`config.mk`:
```
export PLATFORM = sky130hd
export DESIGN_NAME = pfir_fault_regs
export DESIGN_NICKNAME = d
export VERILOG_FILES = /design/src/design/pfir_tick.v /design/src/design/pfir_debounce.v /design/src/design/pfir_fault_regs.v
export VERILOG_INCLUDE_DIRS = /design/src /design/src/design
export SDC_FILE = /design/constraint.sdc
export NUM_CORES = 1
export LEC_CHECK = 0
export ABC_AREA = 1
export BUFFER_PORTS_ARGS = -buffer_cell sky130_fd_sc_hd__buf_4
export CORE_MARGIN = 5
export CORE_UTILIZATION = 53
export DETAILED_ROUTE_END_ITERATION = 16
export PLACE_DENSITY = 0.69
export SETUP_SLACK_MARGIN = 0.5
export SYNTH_ARGS = -nofsm -noshare
export SYNTH_HDL_FRONTEND = slang
export SYNTH_SLANG_ARGS = --single-unit
```
`constraint.sdc`:
```
create_clock -name sys_clk -period 2.62 [get_ports sys_clk]
set_clock_uncertainty 0.2 [all_clocks]
set_input_delay 0.524 -clock sys_clk [delete_from_list [all_inputs] [get_ports sys_clk]]
set_output_delay 0.524 -clock sys_clk [all_outputs]
set_load 0.01 [all_outputs]
```
`src/design/pfir_map.vh`:
```
// Register map, field positions, reset values and timing constants of the
// fault interrupt register group. Included by the fault register module only.
`ifndef PFIR_MAP_VH
`define PFIR_MAP_VH

// Register offsets on the serial control port, eight-bit address space.
`define PFIR_THERMAL_SUPPLY_SENSE_ADDR 8'h07
`define PFIR_BUCK_FAULT_STATUS_ADDR 8'h08
`define PFIR_BUCK_FAULT_MASK_ADDR 8'h09
`define PFIR_BUCK_FAULT_SENSE_ADDR 8'h0A
`define PFIR_BOOST_OTP_STATUS_ADDR 8'h0E
`define PFIR_BOOST_OTP_MASK_ADDR 8'h0F
`define PFIR_BOOST_OTP_SENSE_ADDR 8'h10
`define PFIR_LDO_FAULT_STATUS_ADDR 8'h11
`define PFIR_LDO_FAULT_MASK_ADDR 8'h12
`define PFIR_LDO_FAULT_SENSE_ADDR 8'h13

// Field positions and widths.
`define PFIR_BUCK_COUNT 7
`define PFIR_LDO_COUNT 6
`define PFIR_BOOST_BIT 0
`define PFIR_FUSE_ERR_BIT 7
`define PFIR_THERM120_BIT 3
`define PFIR_THERM130_BIT 5
`define PFIR_FUSE_SUPPLY_BIT 7

// Reset values: flags and sense bits clear, masks set.
`define PFIR_FLAG_RESET 1'h0
`define PFIR_MASK_RESET 1'h1
`define PFIR_RDATA_RESET 8'h00

// Timing: clock rate, and debounce periods in tenths of a millisecond.
`define PFIR_CLK_MHZ 100
`define PFIR_OC_DB_MS10 80
`define PFIR_TH_DB_MS10 39
// One tick per microsecond; 100 microseconds per tenth of a millisecond.
`define PFIR_TICK_DIV (`PFIR_CLK_MHZ)
`define PFIR_OC_DB_TICKS (`PFIR_OC_DB_MS10 * 100)
`define PFIR_TH_DB_TICKS (`PFIR_TH_DB_MS10 * 100)

`endif

```
`src/design/pfir_tick.v`:
```
// Divider that issues a one-cycle enable every DIV clock cycles.
// Assumes a single system clock and a synchronous active-high reset.
`timescale 1ns/1ps
module pfir_tick #(
    parameter DIV = 100
) (
    input wire sys_clk, // System clock.
    input wire rst, // Synchronous reset, active high.
    output reg tick // One-cycle enable pulse.
);
    reg [15:0] cnt_reg;

    // Free-running count; the tick marks the wrap so the rate is exact.
    always @(posedge sys_clk) begin
        if (rst) begin
            cnt_reg <= 16'h0000;
            tick <= 1'b0;
        end else if (cnt_reg == DIV[15:0] - 16'h0001) begin
            cnt_reg <= 16'h0000;
            tick <= 1'b1;
        end else begin
            cnt_reg <= cnt_reg + 16'h0001;
            tick <= 1'b0;
        end
    end
endmodule

```
`src/design/pfir_debounce.v`:
```
// Per-channel debouncer: a filtered level follows the raw input only after
// the input has held a new value for DB_TICKS consecutive enable ticks.
// Assumes raw inputs synchronous to sys_clk and a tick from pfir_tick.
`timescale 1ns/1ps
module pfir_debounce #(
    parameter W = 1,
    parameter CNT_W = 16,
    parameter DB_TICKS = 8000
) (
    input wire sys_clk, // System clock.
    input wire rst, // Synchronous reset, active high.
    input wire tick, // Time-base enable pulse.
    input wire [W-1:0] din, // Raw event levels.
    output reg [W-1:0] filt, // Debounced levels.
    output reg [W-1:0] rise, // One-cycle pulse on debounced low-to-high.
    output reg [W-1:0] fall // One-cycle pulse on debounced high-to-low.
);
    genvar i;
    generate
        for (i = 0; i < W; i = i + 1) begin : g_ch
            reg [CNT_W-1:0] cnt_reg;
            // Any return to the old level restarts the count, so the
            // event must be stable over the whole period.
            always @(posedge sys_clk) begin
                if (rst) begin
                    cnt_reg <= {CNT_W{1'b0}};
                    filt[i] <= 1'b0;
                    rise[i] <= 1'b0;
                    fall[i] <= 1'b0;
                end else begin
                    rise[i] <= 1'b0;
                    fall[i] <= 1'b0;
                    if (din[i] == filt[i]) begin
                        cnt_reg <= {CNT_W{1'b0}};
                    end else if (tick) begin
                        if (cnt_reg == DB_TICKS[CNT_W-1:0] - 1'b1) begin
                            cnt_reg <= {CNT_W{1'b0}};
                            filt[i] <= din[i];
                            rise[i] <= din[i];
                            fall[i] <= ~din[i];
                        end else begin
                            cnt_reg <= cnt_reg + 1'b1;
                        end
                    end
                end
            end
        end
    endgenerate
endmodule

```
`src/design/pfir_fault_regs.v`:
```
// Fault interrupt flag, mask and sense registers of the power device:
// buck, boost, linear regulator and fuse error flags, thermal and fuse
// supply sense bits, and the active-low interrupt output.
// Assumes a host register port with one-cycle read and write strobes,
// and raw fault levels already synchronous to sys_clk.
//
// Contract
// Seven buck flags, bits 0-6, write-one-clear.
// Buck mask bits reset to one, read-write.
// Buck sense bits show live overcurrent.
// Boost flag bit 0, fuse flag bit 7.
// Boost and fuse masks reset one; 1-6 unused.
// Boost and fuse error live sense bits.
// Six linear flags bits 0-5, write-one-clear.
// Linear mask bits 0-5 reset to one.
// Linear sense bits 0-5 show overcurrent.
// Thermal 120/125/130 sense at bits 3-5.
// Fuse supply sense at bit 7.
// Flags set only after stable debounce.
// Overcurrent flags set on rise, 8.0 ms.
// Thermal events on either edge, 3.9 ms.
// Interrupt low while unmasked flag set.
// Unused bits read zero, ignore writes.
`timescale 1ns/1ps
`include "pfir_map.vh"
module pfir_fault_regs #(
    parameter TICK_DIV = `PFIR_TICK_DIV,
    parameter OC_DB_TICKS = `PFIR_OC_DB_TICKS,
    parameter TH_DB_TICKS = `PFIR_TH_DB_TICKS
) (
    input wire sys_clk, // System clock, 100 MHz.
    input wire rst, // Synchronous reset, active high.
    input wire [7:0] reg_addr, // Register address from the serial port.
    input wire [7:0] reg_wdata, // Write data.
    input wire reg_wr_en, // One-cycle write strobe.
    input wire reg_rd_en, // One-cycle read strobe.
    output reg [7:0] reg_rdata, // Read data, valid the cycle after reg_rd_en.
    input wire [6:0] buck_oc_raw, // Buck overcurrent conditions.
    input wire boost_oc_raw, // Boost regulator overcurrent condition.
    input wire [5:0] ldo_oc_raw, // Linear regulator overcurrent conditions.
    input wire fuse_ecc_raw, // Fuse memory error detected.
    input wire [2:0] thermal_raw, // Thermal 120, 125, 130 degree comparators.
    input wire fuse_supply_raw, // Fuse programming supply pin at logic level.
    output reg interrupt_out_n, // Interrupt request, active low.
    output reg [2:0] thermal_event // Pulse per thermal edge, for the flag logic.
);

    // Address match, used by the write strobe decode; the read multiplexer decodes with a case.
    function pfir_hit;
        input [7:0] addr;
        input [7:0] target;
        begin
            pfir_hit = (addr == target);
        end
    endfunction

    wire tick;
    wire [14:0] oc_filt;
    wire [14:0] oc_rise;
    wire [2:0] th_filt;
    wire [2:0] th_rise;
    wire [2:0] th_fall;

    reg [6:0] buck_stat_reg;
    reg [6:0] buck_stat_next;
    reg [6:0] buck_mask_reg;
    reg [6:0] buck_sense_reg;
    reg boost_stat_reg;
    reg boost_stat_next;
    reg fuse_stat_reg;
    reg fuse_stat_next;
    reg boost_mask_reg;
    reg fuse_mask_reg;
    reg boost_sense_reg;
    reg fuse_sense_reg;
    reg [5:0] ldo_stat_reg;
    reg [5:0] ldo_stat_next;
    reg [5:0] ldo_mask_reg;
    reg [5:0] ldo_sense_reg;
    reg fuse_supply_reg;
    reg [7:0] rdata_next;
    reg irq_pending;

    // Write strobes, one per writable register.
    wire wr_buck_stat = reg_wr_en & pfir_hit(reg_addr, `PFIR_BUCK_FAULT_STATUS_ADDR);
    wire wr_buck_mask = reg_wr_en & pfir_hit(reg_addr, `PFIR_BUCK_FAULT_MASK_ADDR);
    wire wr_bo_stat = reg_wr_en & pfir_hit(reg_addr, `PFIR_BOOST_OTP_STATUS_ADDR);
    wire wr_bo_mask = reg_wr_en & pfir_hit(reg_addr, `PFIR_BOOST_OTP_MASK_ADDR);
    wire wr_ldo_stat = reg_wr_en & pfir_hit(reg_addr, `PFIR_LDO_FAULT_STATUS_ADDR);
    wire wr_ldo_mask = reg_wr_en & pfir_hit(reg_addr, `PFIR_LDO_FAULT_MASK_ADDR);

    // One microsecond time base for all debounce counters.
    pfir_tick #(
        .DIV(TICK_DIV)
    ) u_tick (
        .sys_clk(sys_clk),
        .rst(rst),
        .tick(tick)
    );

    // Overcurrent and fuse error channels share one 8.0 ms debounce.
    // Channel order: buck 0-6, boost 7, linear 8-13, fuse error 14.
    pfir_debounce #(
        .W(15),
        .CNT_W(16),
        .DB_TICKS(OC_DB_TICKS)
    ) u_oc_db (
        .sys_clk(sys_clk),
        .rst(rst),
        .tick(tick),
        .din({fuse_ecc_raw, ldo_oc_raw, boost_oc_raw, buck_oc_raw}),
        .filt(oc_filt),
        .rise(oc_rise),
        .fall()
    );

    // Thermal comparators debounce over 3.9 ms in both directions.
    pfir_debounce #(
        .W(3),
        .CNT_W(16),
        .DB_TICKS(TH_DB_TICKS)
    ) u_th_db (
        .sys_clk(sys_clk),
        .rst(rst),
        .tick(tick),
        .din(thermal_raw),
        .filt(th_filt),
        .rise(th_rise),
        .fall(th_fall)
    );

    // Flag update: a debounced rising edge sets, a written one clears.
    // The set term is ORed last so an edge in the clearing cycle survives.
    always @* begin
        buck_stat_next = buck_stat_reg;
        if (wr_buck_stat) begin
            buck_stat_next = buck_stat_reg & ~reg_wdata[6:0];
        end
        buck_stat_next = buck_stat_next | oc_rise[6:0];

        boost_stat_next = boost_stat_reg;
        fuse_stat_next = fuse_stat_reg;
        if (wr_bo_stat) begin
            boost_stat_next = boost_stat_reg & ~reg_wdata[`PFIR_BOOST_BIT];
            fuse_stat_next = fuse_stat_reg & ~reg_wdata[`PFIR_FUSE_ERR_BIT];
        end
        boost_stat_next = boost_stat_next | oc_rise[7];
        fuse_stat_next = fuse_stat_next | oc_rise[14];

        ldo_stat_next = ldo_stat_reg;
        if (wr_ldo_stat) begin
            ldo_stat_next = ldo_stat_reg & ~reg_wdata[5:0];
        end
        ldo_stat_next = ldo_stat_next | oc_rise[13:8];
    end

    // Latched flags. Only debounced edges reach them, never raw levels.
    always @(posedge sys_clk) begin
        if (rst) begin
            buck_stat_reg <= {7{`PFIR_FLAG_RESET}};
            boost_stat_reg <= `PFIR_FLAG_RESET;
            fuse_stat_reg <= `PFIR_FLAG_RESET;
            ldo_stat_reg <= {6{`PFIR_FLAG_RESET}};
        end else begin
            buck_stat_reg <= buck_stat_next;
            boost_stat_reg <= boost_stat_next;
            fuse_stat_reg <= fuse_stat_next;
            ldo_stat_reg <= ldo_stat_next;
        end
    end

    // Mask registers. Out of reset every source is masked, so the host
    // must unmask explicitly; stray faults at power-up raise nothing.
    always @(posedge sys_clk) begin
        if (rst) begin
            buck_mask_reg <= {7{`PFIR_MASK_RESET}};
            boost_mask_reg <= `PFIR_MASK_RESET;
            fuse_mask_reg <= `PFIR_MASK_RESET;
            ldo_mask_reg <= {6{`PFIR_MASK_RESET}};
        end else begin
            if (wr_buck_mask) begin
                buck_mask_reg <= reg_wdata[6:0];
            end
            if (wr_bo_mask) begin
                boost_mask_reg <= reg_wdata[`PFIR_BOOST_BIT];
                fuse_mask_reg <= reg_wdata[`PFIR_FUSE_ERR_BIT];
            end
            if (wr_ldo_mask) begin
                ldo_mask_reg <= reg_wdata[5:0];
            end
        end
    end

    // Sense bits follow the raw conditions with one register stage, so
    // software sees the live state, not the debounced one.
    always @(posedge sys_clk) begin
        if (rst) begin
            buck_sense_reg <= 7'h00;
            boost_sense_reg <= 1'b0;
            fuse_sense_reg <= 1'b0;
            ldo_sense_reg <= 6'h00;
            fuse_supply_reg <= 1'b0;
        end else begin
            buck_sense_reg <= buck_oc_raw;
            boost_sense_reg <= boost_oc_raw;
            fuse_sense_reg <= fuse_ecc_raw;
            ldo_sense_reg <= ldo_oc_raw;
            fuse_supply_reg <= fuse_supply_raw;
        end
    end

    // Read multiplexer. Unused bits and unmapped addresses read zero.
    always @* begin
        rdata_next = `PFIR_RDATA_RESET;
        case (reg_addr)
            `PFIR_THERMAL_SUPPLY_SENSE_ADDR: begin
                rdata_next[`PFIR_THERM130_BIT:`PFIR_THERM120_BIT] = th_filt;
                rdata_next[`PFIR_FUSE_SUPPLY_BIT] = fuse_supply_reg;
            end
            `PFIR_BUCK_FAULT_STATUS_ADDR: begin
                rdata_next = {1'b0, buck_stat_reg};
            end
            `PFIR_BUCK_FAULT_MASK_ADDR: begin
                rdata_next = {1'b0, buck_mask_reg};
            end
            `PFIR_BUCK_FAULT_SENSE_ADDR: begin
                rdata_next = {1'b0, buck_sense_reg};
            end
            `PFIR_BOOST_OTP_STATUS_ADDR: begin
                rdata_next = {fuse_stat_reg, 6'h00, boost_stat_reg};
            end
            `PFIR_BOOST_OTP_MASK_ADDR: begin
                rdata_next = {fuse_mask_reg, 6'h00, boost_mask_reg};
            end
            `PFIR_BOOST_OTP_SENSE_ADDR: begin
                rdata_next = {fuse_sense_reg, 6'h00, boost_sense_reg};
            end
            `PFIR_LDO_FAULT_STATUS_ADDR: begin
                rdata_next = {2'h0, ldo_stat_reg};
            end
            `PFIR_LDO_FAULT_MASK_ADDR: begin
                rdata_next = {2'h0, ldo_mask_reg};
            end
            `PFIR_LDO_FAULT_SENSE_ADDR: begin
                rdata_next = {2'h0, ldo_sense_reg};
            end
            default: begin
                rdata_next = `PFIR_RDATA_RESET;
            end
        endcase
    end

    // Read data is captured on the strobe and held until the next read,
    // which lets a slow serial shifter take it at leisure.
    always @(posedge sys_clk) begin
        if (rst) begin
            reg_rdata <= `PFIR_RDATA_RESET;
        end else if (reg_rd_en) begin
            reg_rdata <= rdata_next;
        end
    end

    // Any flag set with its mask clear requests an interrupt.
    always @* begin
        irq_pending = (|(buck_stat_reg & ~buck_mask_reg))
            | (boost_stat_reg & ~boost_mask_reg)
            | (fuse_stat_reg & ~fuse_mask_reg)
            | (|(ldo_stat_reg & ~ldo_mask_reg));
    end

    // Registered output: one cycle behind the flags, glitch free.
    always @(posedge sys_clk) begin
        if (rst) begin
            interrupt_out_n <= 1'b1;
        end else begin
            interrupt_out_n <= ~irq_pending;
        end
    end

    // Thermal edges after debounce, either direction, handed to the flag
    // register that lives with the first status group.
    always @(posedge sys_clk) begin
        if (rst) begin
            thermal_event <= 3'h0;
        end else begin
            thermal_event <= th_rise | th_fall;
        end
    end
endmodule

```
==> results.txt <==
The time the worst path needs with I/O delays and setup was 2.12 ns. Setup repair after global routing could not meet its margin everywhere. The run gives 16,800 as the via count of the routed design. For the total routed wirelength, the log shows 42,300 µm.

The first detailed-routing pass ran for 5 iterations. The flip-flop count of the largest register, all copies and words added works out to 240. The number of remaining DRC errors is 0, and the average vias per placed instance is 5.17.

Clock latency on the worst-skew pair, taken at its later pin, is 0.56 ns. The height of the chip was 198 µm. STA classifies the critical path startpoint as a flip-flop. The tools report the starting utilization of the core area as 0.538. The clock transition at the register clock pins on the worst setup and hold paths after CTS is 0.06 ns, and the die area is 39,000 µm².

The aggregate global routing overflow is 0. The flow ran to the end, and the final reports show no timing, DRC or antenna violations. The logs give 0.00804 µW for the static leakage and 0.897 for the placer's final routability congestion estimate. The total area inside the core boundary comes to 34,600 µm². Along the worst path, the maximum fanout reaches 52. Synthesis produced a netlist with a net count of 2,713. In this run the critical register-to-register path is launched from u_tick.tick. Fraction of final layout cells with drive strength greater than 1: 0.0853. For the number of endpoints with negative hold slack in the final report, the log shows 0. The endpoint kind of the worst setup timing path is a flip-flop.

The worst hold path startpoint was buck_oc_raw[5]. The logs give 3 for the clock tree buffer depth and 0 for the max-cap violation count. For the final worst hold slack, the log shows 0.0261 ns. The worst slew slack as a fraction of its limit is 0.487, and the initial detailed-routing violation count is 1,080. The post-route fraction of the period consumed by the critical path is 0.807. 51 I/O pins were placed. The overall routing resource usage was 0.215; the number of enable flip-flop cells after synthesis was 0. Number of distinct standard cells referenced by the synthesized netlist: 51. Final net count: 2,815. Async set-or-reset flop fraction in the synthesized netlist: 0.

The via count of the first global-routing pass was 15,700; the summed instance area of the synthesized netlist was 18,600 µm². Static timing analysis puts the maximum clock frequency at 473 MHz. The worst voltage drop across the vdd grid is 0.530 mV, and the synthesized area per cell is 7.02 µm². At the pin with the least slew margin, the transition time is 0.767 ns. The per-cell routed wire length works out to 13.0 µm.

The tools report the number of buffers created by CTS as 45. For the final routed database, the setup TNS stands at 0 ns. Measured along the x axis, the die boundary spans 198 µm. The H-tree level count was 2. Entering global routing, the biggest net connects 55 pins. The sequential cell area fraction in the yosys report is 0.432. The tools report the final count of pins violating max slew as 0.

In the synthesized netlist the dominant register cell turns out to be sky130_fd_sc_hd__dfxtp_1. The worst hold path belongs to the class input pin to flip-flop. The synthesized design contains 402 register bits. For this design, the sink count on the clock tree is 402.

The data arrival time at the worst-slack endpoint came out at 2.36 ns. In this run the worst setup path begins at u_tick.tick. Setup violations remaining at the end of the flow were counted as 0.

The remaining number of nets flagged by the antenna check after routing is 0. The first global-routing pass estimated 72,200 µm of wire. The tools report the cell row count as 68. Buffers placed on the I/O ports in this run total 50. Data on the critical path is required at its endpoint by 2.87 ns. The cell sitting at the root of the clock tree is a sky130_fd_sc_hd__clkbuf_16.

In this run the power density over the cells is 612 nW/µm². Cell count after synthesis: 2,655. The relative area change from synthesis to final layout works out to 15.1%.

The placed wire-length estimate after detailed placement was 30,200 µm; the number of antenna violations at the first check in global routing was 0. Yosys printed 0 warnings. By startpoint and endpoint, the worst setup path is classified as flip-flop to flip-flop. TritonCTS built the clock tree.
synth_stat cells, types with 23 or more instances:
cell type,number,area share
sky130_fd_sc_hd__xor2_1,60,0.028
sky130_fd_sc_hd__nand4_1,62,0.021
sky130_fd_sc_hd__a21oi_1,134,0.036
sky130_fd_sc_hd__nor4_1,26,0.0087
sky130_fd_sc_hd__nor2_1,514,0.10
sky130_fd_sc_hd__dfxtp_1,402,0.43
sky130_fd_sc_hd__o21ai_0,93,0.025
sky130_fd_sc_hd__nand2_1,513,0.10
sky130_fd_sc_hd__nor3_1,125,0.034
sky130_fd_sc_hd__xnor2_1,23,0.011
sky130_fd_sc_hd__inv_1,337,0.068
sky130_fd_sc_hd__nand3_1,146,0.039
layout make-up:
| class | instances | area, µm² |
|---|---|---|
| clock buffers | 61 | 1320 |
| flip-flops and latches | 402 | 8050 |
| inverters | 341 | 1290 |
| fillers | 3118 | 13200 |
| well taps | 455 | 569 |
| clock inverters | 19 | 263 |
| multi-input cells | 1870 | 9140 |
| diodes | 1 | 2.50 |
| repair buffers | 97 | 823 |
worst paths after layout:
check	slack [ns]	depth (start not counted)	end
setup reg to reg	0.50	8	u_oc_db.g_ch[2].cnt_reg[14]
hold reg to reg	0.24	2	buck_stat_reg[2]
hold / removal	0.03	3	buck_sense_reg[5]
setup / recovery	0.50	8	u_oc_db.g_ch[2].cnt_reg[14]
power by group:
group / switching (µW) / internal (µW)
clock network: 2540 / 4120
registers: 11.0 / 6130
logic: 226 / 116
through the flow:
step                      cells  cell area, µm²  power (µW)  utilization  setup WS [ns]
final                      3246           21500       13100        0.620          0.505
after global routing       3245           21500       13600        0.619          0.356
after global placement     3141           19600        6590        0.565          0.272
after detailed placement   3141           19600        6590        0.565          0.286
after floorplan            2655           18600        6450            -          0.820
after CTS                  3238           21300       13300        0.616          0.494
cell families (layout without fill, tap and decap cells):
group / after synthesis / count (layout) / share of synthesized area
AND/OR/NAND/NOR: 1472 / 1472 / 0.346
other: 0 / 1 / 0
flip-flops: 402 / 402 / 0.432
buffers and inverters: 383 / 518 / 0.0818
multiplexers: 1 / 1 / 0.000537
adder cells (fa/ha/maj): 19 / 19 / 0.0128
AO/OA/AOI/OAI: 295 / 295 / 0.0881
XOR/XNOR: 83 / 83 / 0.0390
cell usage in the layout, fill, tap and decap left out, drive strengths merged, types with 4 or more instances in the layout:
cell type,count
xnor2,23
clkbuf,61
inv,340
xor2,60
o21ai,93
ha,19
nor4,27
buf,80
a31oi,13
and3,4
nor2,534
a211oi,6
nor3b,24
dlygate4sd3,17
clkinv,12
o22ai,6
bufinv,6
or2,16
a21oi,137
o211ai,19
dfxtp,402
nand2,517
o21a,10
nand3,146
nand4,63
nor3,136
routing by layer:
layer | routed length [µm] | track usage | vias up | share of wire
met4 | 1070 | 0.0597 | 0 | 0.025
met5 | 0 | 0 | - | 0
li1 | - | - | 8786 | -
met3 | 1820 | 0.0356 | 85 | 0.043
met2 | 19900 | 0.371 | 320 | 0.47
met1 | 19600 | 0.281 | 7578 | 0.46
repair_timing:
item,in CTS,in global routing
pin swaps,0,8
endpoints found under the setup margin,36,71
hold buffers,17,0
hold endpoints to repair,18,0
resized for setup,4,20
setup buffers,0,7
critical path, stage by stage (launching register included):
cell                      delay (ns)
sky130_fd_sc_hd__dfxtp_4        0.41
sky130_fd_sc_hd__buf_16         0.24
sky130_fd_sc_hd__nand2_1        0.14
sky130_fd_sc_hd__nor2_2         0.16
sky130_fd_sc_hd__nand4_1        0.21
sky130_fd_sc_hd__nor3_2         0.26
sky130_fd_sc_hd__nand2_1        0.10
sky130_fd_sc_hd__o21ai_0        0.18
sky130_fd_sc_hd__nor2_1         0.06
Power figures use the tool's default switching activity.
